===== src/hdl/dtc_params.svh =====
// Timing constants for the dual-channel torque cutoff supervisor.
// Assumes a single control clock at the rate given by DTC_CLK_HZ.
`ifndef DTC_PARAMS_SVH
`define DTC_PARAMS_SVH

// Control clock rate in hertz.
`define DTC_CLK_HZ 250000000
// Longest allowed reaction from emergency to isolation, in milliseconds.
`define DTC_REACT_MS 10
// Channel mismatch time before an alarm, in seconds.
`define DTC_MISMATCH_S 5
// Mismatch time in clock cycles (exact product, 64-bit).
`define DTC_MISMATCH_CYC (64'(`DTC_MISMATCH_S) * 64'(`DTC_CLK_HZ))
// Controlled-stop ramp time, in microseconds, before full isolation.
`define DTC_STOP_US 1000
// Stop ramp in cycles; kept far under the reaction limit.
`define DTC_STOP_CYC ((`DTC_STOP_US * (`DTC_CLK_HZ / 1000000)))

`endif


===== src/hdl/dtc_pkg.sv =====
// Types shared by the torque cutoff supervisor.
// Assumes nothing beyond a SystemVerilog compiler.
package dtc_pkg;
    // Supervisor states, one-hot.
    typedef enum logic [3:0]
    {
        DTC_RUN = 4'h1,
        DTC_STANDBY = 4'h2,
        DTC_STOPPING = 4'h4,
        DTC_CUTOFF = 4'h8
    } dtc_state_t;
endpackage


===== src/hdl/dtc_supervisor.sv =====
// Dual-channel torque cutoff supervisor: decides whether PWM and the
// driver-enable path may run, from two emergency channels and internal alarms.
// Assumes the emergency channels arrive asynchronously from pins and that
// internal_alarm comes from logic on mclk.
//
// Contract
// - Both channels low: cutoff, motor isolated.
// - Stop PWM and drivers within 10 ms.
// - One channel low: standby, await second.
// - Mismatch lasting 5 s raises alarm.
// - Both channels high: cutoff released, normal run. The code instead holds cutoff after a mismatch_alarm until reset.
// - Internal alarm triggers same emergency stop.
// - Controlled stop first, then full isolation.
`timescale 1ns/10ps
`include "dtc_params.svh"

module dtc_supervisor
#(
    parameter longint unsigned MISMATCH_CYC = `DTC_MISMATCH_CYC,
    parameter int unsigned STOP_CYC = `DTC_STOP_CYC
)
(
    input wire logic mclk,
    input wire logic reset,
    input wire logic emergency_chan_a,
    input wire logic emergency_chan_b,
    input wire logic internal_alarm,
    output logic pwm_enable,
    output logic driver_enable,
    output logic stop_ramp,
    output logic torque_cutoff,
    output logic cutoff_standby,
    output logic mismatch_alarm
);

    // ************************************************************
    // Input synchronisers
    // ************************************************************

    logic [2:0] sync_a;
    logic [2:0] sync_b;
    logic chan_a;
    logic chan_b;

    // Three stages per channel; a level counts only once stages two and three
    // agree, so one metastable sample cannot flip the decision.
    always_ff @(posedge mclk or posedge reset)
    begin
        if (reset)
        begin
            sync_a <= 3'h0;
            sync_b <= 3'h0;
        end
        else
        begin
            sync_a <= {sync_a[1:0], emergency_chan_a};
            sync_b <= {sync_b[1:0], emergency_chan_b};
        end
    end

    // Filtered levels; they reset low so the drive starts in cutoff.
    always_ff @(posedge mclk or posedge reset)
    begin
        if (reset)
        begin
            chan_a <= 1'b0;
            chan_b <= 1'b0;
        end
        else
        begin
            if (sync_a[2] == sync_a[1])
            begin
                chan_a <= sync_a[2];
            end
            if (sync_b[2] == sync_b[1])
            begin
                chan_b <= sync_b[2];
            end
        end
    end

    // ************************************************************
    // Channel decode and mismatch timer
    // ************************************************************

    logic both_low;
    logic both_high;
    logic mismatch;
    logic [63:0] mis_count;

    assign both_low = ~chan_a & ~chan_b;
    assign both_high = chan_a & chan_b;
    assign mismatch = chan_a ^ chan_b;

    // Counts while the channels disagree; the alarm is sticky until reset,
    // because a wiring fault on one channel must not clear itself.
    always_ff @(posedge mclk or posedge reset)
    begin
        if (reset)
        begin
            mis_count <= 64'h0;
            mismatch_alarm <= 1'b0;
        end
        else
        begin
            if (!mismatch)
            begin
                mis_count <= 64'h0;
            end
            else if (mis_count < MISMATCH_CYC)
            begin
                mis_count <= mis_count + 64'h1;
            end
            if (mismatch && mis_count >= MISMATCH_CYC - 64'h1)
            begin
                mismatch_alarm <= 1'b1;
            end
        end
    end

    // ************************************************************
    // Supervisor state machine
    // ************************************************************

    dtc_pkg::dtc_state_t state;
    dtc_pkg::dtc_state_t next_state;
    logic [31:0] stop_count;
    logic emergency;

    // Internal or mismatch alarm forces the same sequence as both channels low.
    assign emergency = both_low | internal_alarm | mismatch_alarm;

    always_comb
    begin
        next_state = state;
        unique case (state)
            dtc_pkg::DTC_RUN:
            begin
                if (emergency)
                begin
                    next_state = dtc_pkg::DTC_STOPPING;
                end
                else if (mismatch)
                begin
                    next_state = dtc_pkg::DTC_STANDBY;
                end
            end
            dtc_pkg::DTC_STANDBY:
            begin
                if (emergency)
                begin
                    next_state = dtc_pkg::DTC_STOPPING;
                end
                else if (both_high)
                begin
                    next_state = dtc_pkg::DTC_RUN;
                end
            end
            dtc_pkg::DTC_STOPPING:
            begin
                if (stop_count >= STOP_CYC - 1)
                begin
                    next_state = dtc_pkg::DTC_CUTOFF;
                end
            end
            dtc_pkg::DTC_CUTOFF:
            begin
                if (!emergency && both_high)
                begin
                    next_state = dtc_pkg::DTC_RUN;
                end
            end
            default:
            begin
                next_state = dtc_pkg::DTC_CUTOFF;
            end
        endcase
    end

    // State register; reset lands in cutoff so nothing drives the motor.
    always_ff @(posedge mclk or posedge reset)
    begin
        if (reset)
        begin
            state <= dtc_pkg::DTC_CUTOFF;
        end
        else
        begin
            state <= next_state;
        end
    end

    // Ramp timer for the controlled stop.
    always_ff @(posedge mclk or posedge reset)
    begin
        if (reset)
        begin
            stop_count <= 32'h0;
        end
        else if (state == dtc_pkg::DTC_STOPPING)
        begin
            stop_count <= stop_count + 32'h1;
        end
        else
        begin
            stop_count <= 32'h0;
        end
    end

    // ************************************************************
    // Registered outputs
    // ************************************************************

    // PWM runs during the controlled stop so the motor is braked, then the
    // driver path is cut; both fall in cutoff.
    always_ff @(posedge mclk or posedge reset)
    begin
        if (reset)
        begin
            pwm_enable <= 1'b0;
            driver_enable <= 1'b0;
            stop_ramp <= 1'b0;
            torque_cutoff <= 1'b1;
            cutoff_standby <= 1'b0;
        end
        else
        begin
            pwm_enable <= (next_state != dtc_pkg::DTC_CUTOFF);
            driver_enable <= (next_state != dtc_pkg::DTC_CUTOFF);
            stop_ramp <= (next_state == dtc_pkg::DTC_STOPPING);
            torque_cutoff <= (next_state == dtc_pkg::DTC_CUTOFF);
            cutoff_standby <= (next_state == dtc_pkg::DTC_STANDBY);
        end
    end

    // ************************************************************
    // Assertions
    // ************************************************************

    a_cutoff_isolates: assert property (@(posedge mclk) disable iff (reset)
        torque_cutoff |-> !pwm_enable && !driver_enable)
        else $error("Drive enabled while in cutoff.");

    a_react_bound: assert property (@(posedge mclk) disable iff (reset)
        $rose(emergency) |-> ##[1:3] stop_ramp || torque_cutoff)
        else $error("Emergency not acted on promptly.");

    a_stop_then_cut: assert property (@(posedge mclk) disable iff (reset)
        $fell(stop_ramp) && !pwm_enable |-> torque_cutoff)
        else $error("Isolation without completing stop.");

    a_standby_one_low: assert property (@(posedge mclk) disable iff (reset)
        cutoff_standby |-> $past(mismatch))
        else $error("Standby without channel mismatch.");

    a_alarm_after_time: assert property (@(posedge mclk) disable iff (reset)
        $rose(mismatch_alarm) |-> $past(mis_count) >= MISMATCH_CYC - 64'h1)
        else $error("Mismatch alarm raised early.");

    a_run_both_high: assert property (@(posedge mclk) disable iff (reset)
        $rose(pwm_enable) |-> $past(both_high) && !$past(emergency))
        else $error("Drive enabled without both channels high.");

    a_internal_stops: assert property (@(posedge mclk) disable iff (reset)
        internal_alarm && both_high |=> !(state == dtc_pkg::DTC_RUN))
        else $error("Internal alarm did not stop drive.");

    a_sync_agree: assert property (@(posedge mclk) disable iff (reset)
        $changed(chan_a) |-> $past(sync_a[2]) == $past(sync_a[1]))
        else $error("Channel level taken before stages agreed.");

    c_cutoff: cover property (@(posedge mclk) disable iff (reset) $rose(torque_cutoff));
    c_standby: cover property (@(posedge mclk) disable iff (reset) $rose(cutoff_standby));
    c_alarm: cover property (@(posedge mclk) disable iff (reset) $rose(mismatch_alarm));
    c_run: cover property (@(posedge mclk) disable iff (reset) $rose(pwm_enable));

endmodule // dtc_supervisor


===== config.mk =====
export PLATFORM = sky130hd
export DESIGN_NAME = dtc_supervisor
export DESIGN_NICKNAME = d
export VERILOG_FILES = /design/src/hdl/dtc_pkg.sv /design/src/hdl/dtc_supervisor.sv
export VERILOG_INCLUDE_DIRS = /design/src /design/src/hdl
export SDC_FILE = /design/constraint.sdc
export NUM_CORES = 1
export LEC_CHECK = 0
export BUFFER_PORTS_ARGS = -buffer_cell sky130_fd_sc_hd__buf_2
export CORE_MARGIN = 4
export CORE_UTILIZATION = 50
export CTS_CLUSTER_DIAMETER = 200
export DETAILED_ROUTE_END_ITERATION = 7
export HOLD_SLACK_MARGIN = 0.05
export MAX_ROUTING_LAYER = met4
export PLACE_DENSITY = 0.66
export RECOVER_POWER = 25
export REMOVE_ABC_BUFFERS = 1
export SLEW_MARGIN = 5
export SYNTH_ARGS = -nofsm -noshare
export SYNTH_HDL_FRONTEND = slang
export SYNTH_SLANG_ARGS = --single-unit
export TNS_END_PERCENT = 100

===== constraint.sdc =====
create_clock -name mclk -period 4.8 [get_ports mclk]
set_clock_uncertainty 0.05 [all_clocks]
set_input_delay 0.96 -clock mclk [delete_from_list [all_inputs] [get_ports mclk]]
set_output_delay 0.96 -clock mclk [all_outputs]
set_load 0.02 [all_outputs]

==> impl_metrics.toml, run 1 <==
[die]
io_pins = 11
die_h_um = 109
dieArea_sq_mm = 0.0120
start_util_pct = 51.9
die_w_um = 109
std_cell_rows = 36
core_area_sq_mm = 0.00991

[yosys]
synth_cell_types = 47
yosysWarningCount = 0
syn_inst = 506
ys_seq_elements = 113
synth_top_area_cell = "dfrtp_1"
synth_area_sq_mm = 0.00514
yosysTopAreaCellShare_pct = 54.0
synth_top_flop_cell = "dfrtp_1"
synthMostInstantiatedCell = "dfrtp_1"
synth_area_leaders = "dfrtp_1 54%, and2_1 4.5%, nor2_1 3.7%"
synth.avg_cell_area_sq_um = 10.2
synth_common_cells = "111 x dfrtp_1, 51 x nor2_1, 41 x nand2_1"
async_flop_share_pct = 100
synth_edf_count = 0
synth_seq_area_share_pct = 55.1

[power]
leakage_uw = 0.00258
power.density_mw_per_mm2 = 410
ir_drop_uv = 324

[final_layout]
drive_gt1_share_pct = 9.45
multi_input_area_sq_mm = 0.00216
fillCellCount = 844
nNetsFinal = 525
area_growth_pct = 15.0
ff_latch_area_sq_mm = 0.00283
utilization_pct = 59.7
antenna_cells = 0
layout.cells.non_filler = 662
final_cell_area_sq_mm = 0.00591

[grt]
antenna_found_initial = 0
grt_pass1_vias = 3602
grt_remaining_overflow = 0
grt_max_degree = 85
grt_first_pass_wirelength_mm = 16.9
grt.total_usage_pct = 18.7

[detailed_routing]
viasPerCell = 5.53
wirelength_mm = 9.39
vias = 3664
dr.first_iter.drc_count = 247
wire_per_inst_um = 14.2
firstDrtPassIters = 5
drtAntennaViolNets = 0
drc = 0

[clocking]
cts_root_buffer = "clkbuf_8"
hold_buffers = 0
post_cts_buffers = 0
cts_buffers = 17
clock-sinks = 113
clockBufferDepth = 2
cts-resized-gates = 0
htreeDepth = 4
clk_pin_slew_ns = 0.06
cts_tree = "yes"
insertion_delay_ns = 0.52

[critical_path]
crit_slowest_cell = "clkbuf_1"
critical_path_peak_fanout = 55
required_ns = 5.17
reg2reg_slack_ns = 1.32
critPathMaxStageDelay_ns = 1.36
endpoint_kind = "flip-flop"
crit_arrival_ns = 3.85
path_common_cell = "inv_1"
cp-start-kind = "flip-flop"
critPathKind = "flip-flop to flip-flop"
crit_chain = "inv_1, ha_1, clkbuf_1, inv_1, a21oi_1"

[place]
hpwlAfterDp_mm = 6.00
dp_cells = 630
place_ws_ns = 1.58
dpl_cell_area_sq_mm = 0.00528
portBuffers = 10
routabilityCongestion = 0.856

[timing]
period_share_pct = 72.5
max_freq_mhz = 287
drv_slew = 141
setup_viol_count_final = 0
worst_slack_ns = 1.32
max-slew-margin-rel_pct = -101
finalHoldViolCount = 0
min_period_ns = 3.48
fin_tns_setup_ns = 0
rsz0062_at_grt = "false"
worstMarginPinSlew_ns = 3.02

[run]
maxCapViolations = 2

[run_status]
outcome = "finished with violations"
violations = "capacitance limit, slew limit"

[min_path]
holdCritPathClass = "flip-flop to flip-flop"
sequential cells by signal, summed over array words and instances (netlist names):
signal	flops
torque_cutoff	1
stop_count	32
stop_ramp	1
chan_a	1
chan_b	1
state	4
mismatch_alarm	1
sync_b	3
mis_count	64
cutoff_standby	1
sync_a	3
driver_enable	1
path summary, 6_finish.rpt:
kind | end | cells past startpoint | startpoint
min in group asynchronous | stop_count[4]$_DFF_PP0_ | 2 | reset
hold reg to reg | sync_a[1]$_DFF_PP0_ | 0 | sync_a[0]$_DFF_PP0_
setup / recovery | mis_count[13]$_DFFE_PP0P_ | 5 | chan_b$_DFFE_PP0N_
setup reg to reg | mis_count[13]$_DFFE_PP0P_ | 5 | chan_b$_DFFE_PP0N_
max in group asynchronous | driver_enable$_DFF_PP0_ | 2 | reset
hold / removal | sync_a[1]$_DFF_PP0_ | 0 | sync_a[0]$_DFF_PP0_
layer usage:
metal	global-route usage, %	vias up	part of all wire (%)	wire length, um
li1	-	1802	-	-
met2	25.9	66	45	4210
met5	-	-	0	0
met4	6.77	0	1.1	99
met3	5.87	10	3.5	330
met1	25.9	1786	51	4750
cell usage in the layout (no fill, tap or decap), drive strengths merged, types with 15 or more instances in the layout:
master  instances
o21ai          15
nand3          23
and3           16
nand2          41
clkbuf         19
nor4           24
a21oi          16
nand4          15
nor2           51
or3            15
xor2           20
xnor2          18
and2           37
dfrtp         111
through the flow:
stage               hold slack, ns  total power [uW]
floorplan                    0.281              1070
global placement             0.291              1100
detailed placement           0.286              1100
CTS                          0.299              2460
global route                 0.309              2530
finish                       0.297              2430
power by group:
group / switching, uW / total [uW] / internal, uW / leakage [uW]
combinational: 74.1 / 101 / 26.4 / 0.000724
clock: 437 / 1340 / 906 / 0.000303
sequential: 12.9 / 982 / 969 / 0.00155
cell families (layout without fill, tap and decap cells):
kind of cell    count (synthesis)  in the layout  synth area share [%]
compound gates                 53             53                  6.35
mux                             5              5                 0.974
simple gates                  257            257                  26.9
xor+xnor                       38             38                  6.48
fa+ha+maj                       6              6                  1.36
flops                         113            113                  55.1
buf+inv                        34             57                  2.90
worst max-delay path: cells and delay by family, from the launching register on:
family                     cells  cell delay, ns
DFF                            1            0.38
adders and majority gates      1            0.26
AOI/OAI and AO/OA              1            0.36
buffers and inverters          3            2.30
area by class of cell:
class                   count  area share (%)
inverters                  12           0.762
clock buffers              18            7.24
clock inverters            14            3.60
flip-flops and latches    113            47.9
well taps                 133            2.81
repair buffers             13            1.16
multi-input cells         359            36.6
(Power assumes the default switching activity.)
==> inputs of run 2 (changes only) <==
--- a/config.mk
+++ b/config.mk
@@ -13,7 +13,7 @@
 export DETAILED_ROUTE_END_ITERATION = 7
 export HOLD_SLACK_MARGIN = 0.05
 export MAX_ROUTING_LAYER = met4
-export PLACE_DENSITY = 0.66
+export PLACE_DENSITY = 0.68
 export RECOVER_POWER = 25
 export REMOVE_ABC_BUFFERS = 1
 export SLEW_MARGIN = 5
==> constraint.sdc (replaced) <==
create_clock -name mclk -period 3 [get_ports mclk]
set_clock_uncertainty 0.05 [all_clocks]
set_input_delay 0.6 -clock mclk [delete_from_list [all_inputs] [get_ports mclk]]
set_output_delay 0.6 -clock mclk [all_outputs]
set_load 0.02 [all_outputs]
==> impl_metrics.toml, run 2 (same netlist as run 1, synthesis figures left out) <==
[clocking]
insertion_delay_ns = 0.52
post_cts_buffers = 0
hold_buffers = 0
clk_pin_slew_ns = 0.05
htreeDepth = 4
cts_tree = "yes"
clockBufferDepth = 2
cts_root_buffer = "clkbuf_8"
clock-sinks = 113
cts_buffers = 17
cts-resized-gates = 0

[run]
maxCapViolations = 1

[timing]
worstMarginPinSlew_ns = 1.99
max-slew-margin-rel_pct = -32.7
max_freq_mhz = 359
drv_slew = 52
min_period_ns = 2.78
worst_slack_ns = 0.218
finalHoldViolCount = 0
rsz0062_at_grt = "false"
holdWs_ns = 0.143
period_share_pct = 92.7
setup_viol_count_final = 0

[place]
portBuffers = 10
routabilityCongestion = 0.845
hpwlAfterDp_mm = 6.52
dpl_cell_area_sq_mm = 0.00539
place_ws_ns = 0.257
dp_cells = 643

[die]
std_cell_rows = 36
die_h_um = 109
io_pins = 11
start_util_pct = 51.9
die_w_um = 109
core_area_sq_mm = 0.00991
dieArea_sq_mm = 0.0120

[detailed_routing]
wire_per_inst_um = 14.8
viasPerCell = 5.65
vias = 3807
wirelength_mm = 10.0
drc = 0
firstDrtPassIters = 6
drtAntennaViolNets = 0
dr.first_iter.drc_count = 208

[critical_path]
crit_cells = 6
endpoint_kind = "flip-flop"
critical_path_peak_fanout = 6
rr_startpoint = "mis_count[17]$_DFFE_PP0P_"
required_ns = 3.37
cp-start-kind = "flip-flop"
rr_endpoint = "mis_count[23]$_DFFE_PP0P_"
worstSetupStartpoint = "mis_count[17]$_DFFE_PP0P_"
critical_path.top_delay_family = "simple AND/OR/NAND/NOR gates"
crit_arrival_ns = 3.16
crit_slowest_cell = "or4_1"
cp-endpoint = "mis_count[23]$_DFFE_PP0P_"
r2r_cells = 6
critPathKind = "flip-flop to flip-flop"
critPathMaxStageDelay_ns = 0.61
path_common_cell = "or4_1"
crit_buf_inv = 0
crit_chain = "or4_1, o311a_1, o21a_1, or4_1, or3_1, a21oi_1"
reg2reg_slack_ns = 0.22

[power]
clockPowerShare_pct = 53.2
combPwrFrac_pct = 4.6
leakage_uw = 0.00268
power.switching_uw = 811
intPower_uw = 2920
p_seq_share_pct = 42.2
p_sw_share_pct = 21.7
power.density_mw_per_mm2 = 624
ir_drop_uv = 349

[grt]
grt_remaining_overflow = 0
grt_max_degree = 53
grt_first_pass_wirelength_mm = 17.6
antenna_found_initial = 0
grt_pass1_vias = 3728
grt.total_usage_pct = 19.4

[final_layout]
area_growth_pct = 16.3
most-common-layout-cells = "111 x dfrtp_1, 51 x nor2_1, 41 x nand2_1"
fillCellCount = 823
final_cell_area_sq_mm = 0.00598
ff_latch_area_sq_mm = 0.00283
mostFrequentLayoutCell = "dfrtp_1"
largest_register_ffs = 64
utilization_pct = 60.3
multi_input_area_sq_mm = 0.00216
layout.cells.non_filler = 674
reg.largest.list = "mis_count: 64 flops, stop_count: 32 flops, state: 4 flops"
drive_gt1_share_pct = 11.6
antenna_cells = 0
nNetsFinal = 538
top_register = "mis_count"

[run_status]
outcome = "finished with violations"
violations = "capacitance limit, slew limit"

[min_path]
holdCritPathClass = "input pin to flip-flop"
run 2: final cells by class:
class	instances	share of cell area [%]
multi-input cells	359	36.2
inverters	12	0.754
clock buffers	20	7.62
well taps	133	2.78
clock inverters	11	2.28
flip-flops and latches	113	47.4
repair buffers	26	3.06
run 2: worst min path at each step:
stage               slack (ns)  cells past startpoint             endpoint                start
floorplan                 0.28                      0  sync_a[1]$_DFF_PP0_  sync_a[0]$_DFF_PP0_
finish                    0.14                      1  sync_b[0]$_DFF_PP0_     emergency_chan_b
global route              0.12                      1  sync_b[0]$_DFF_PP0_     emergency_chan_b
detailed placement        0.31                      0  sync_b[1]$_DFF_PP0_  sync_b[0]$_DFF_PP0_
global placement          0.32                      0  sync_b[2]$_DFF_PP0_  sync_b[1]$_DFF_PP0_
CTS                       0.12                      1  sync_b[0]$_DFF_PP0_     emergency_chan_b
run 2: layer usage:
layer	GRT usage (%)	wire length, um	vias up
met5	-	0	-
met4	7.12	133	0
met3	5.70	402	14
met2	28.1	4650	86
met1	26.1	4820	1880
li1	-	-	1827
run 2: power by group through the flow:
stage | Combinational [uW] | Sequential, uW | Clock, uW
finish | 172 | 1570 | 1980
global route | 198 | 1580 | 2100
CTS | 175 | 1570 | 2010
detailed placement | 175 | 1600 | 0
global placement | 169 | 1600 | 0
floorplan | 112 | 1600 | 0
run 2: metrics by stage:
| stage | total power, uW | TNS (ns) |
|---|---|---|
| 6_report | 3730 | 0 |
| 4_1_cts | 3760 | 0 |
| 5_1_grt | 3880 | 0 |
| 2_1_floorplan | 1710 | -70.38 |
| 3_5_place_dp | 1770 | 0 |
| 3_3_place_gp | 1770 | 0 |
run 2: worst register-to-register path, cell delays in order (launching register included):
cell	delay [ns]
dfrtp_1	0.42
or4_1	0.57
o311a_1	0.32
o21a_1	0.20
or4_1	0.61
or3_1	0.38
a21oi_1	0.15
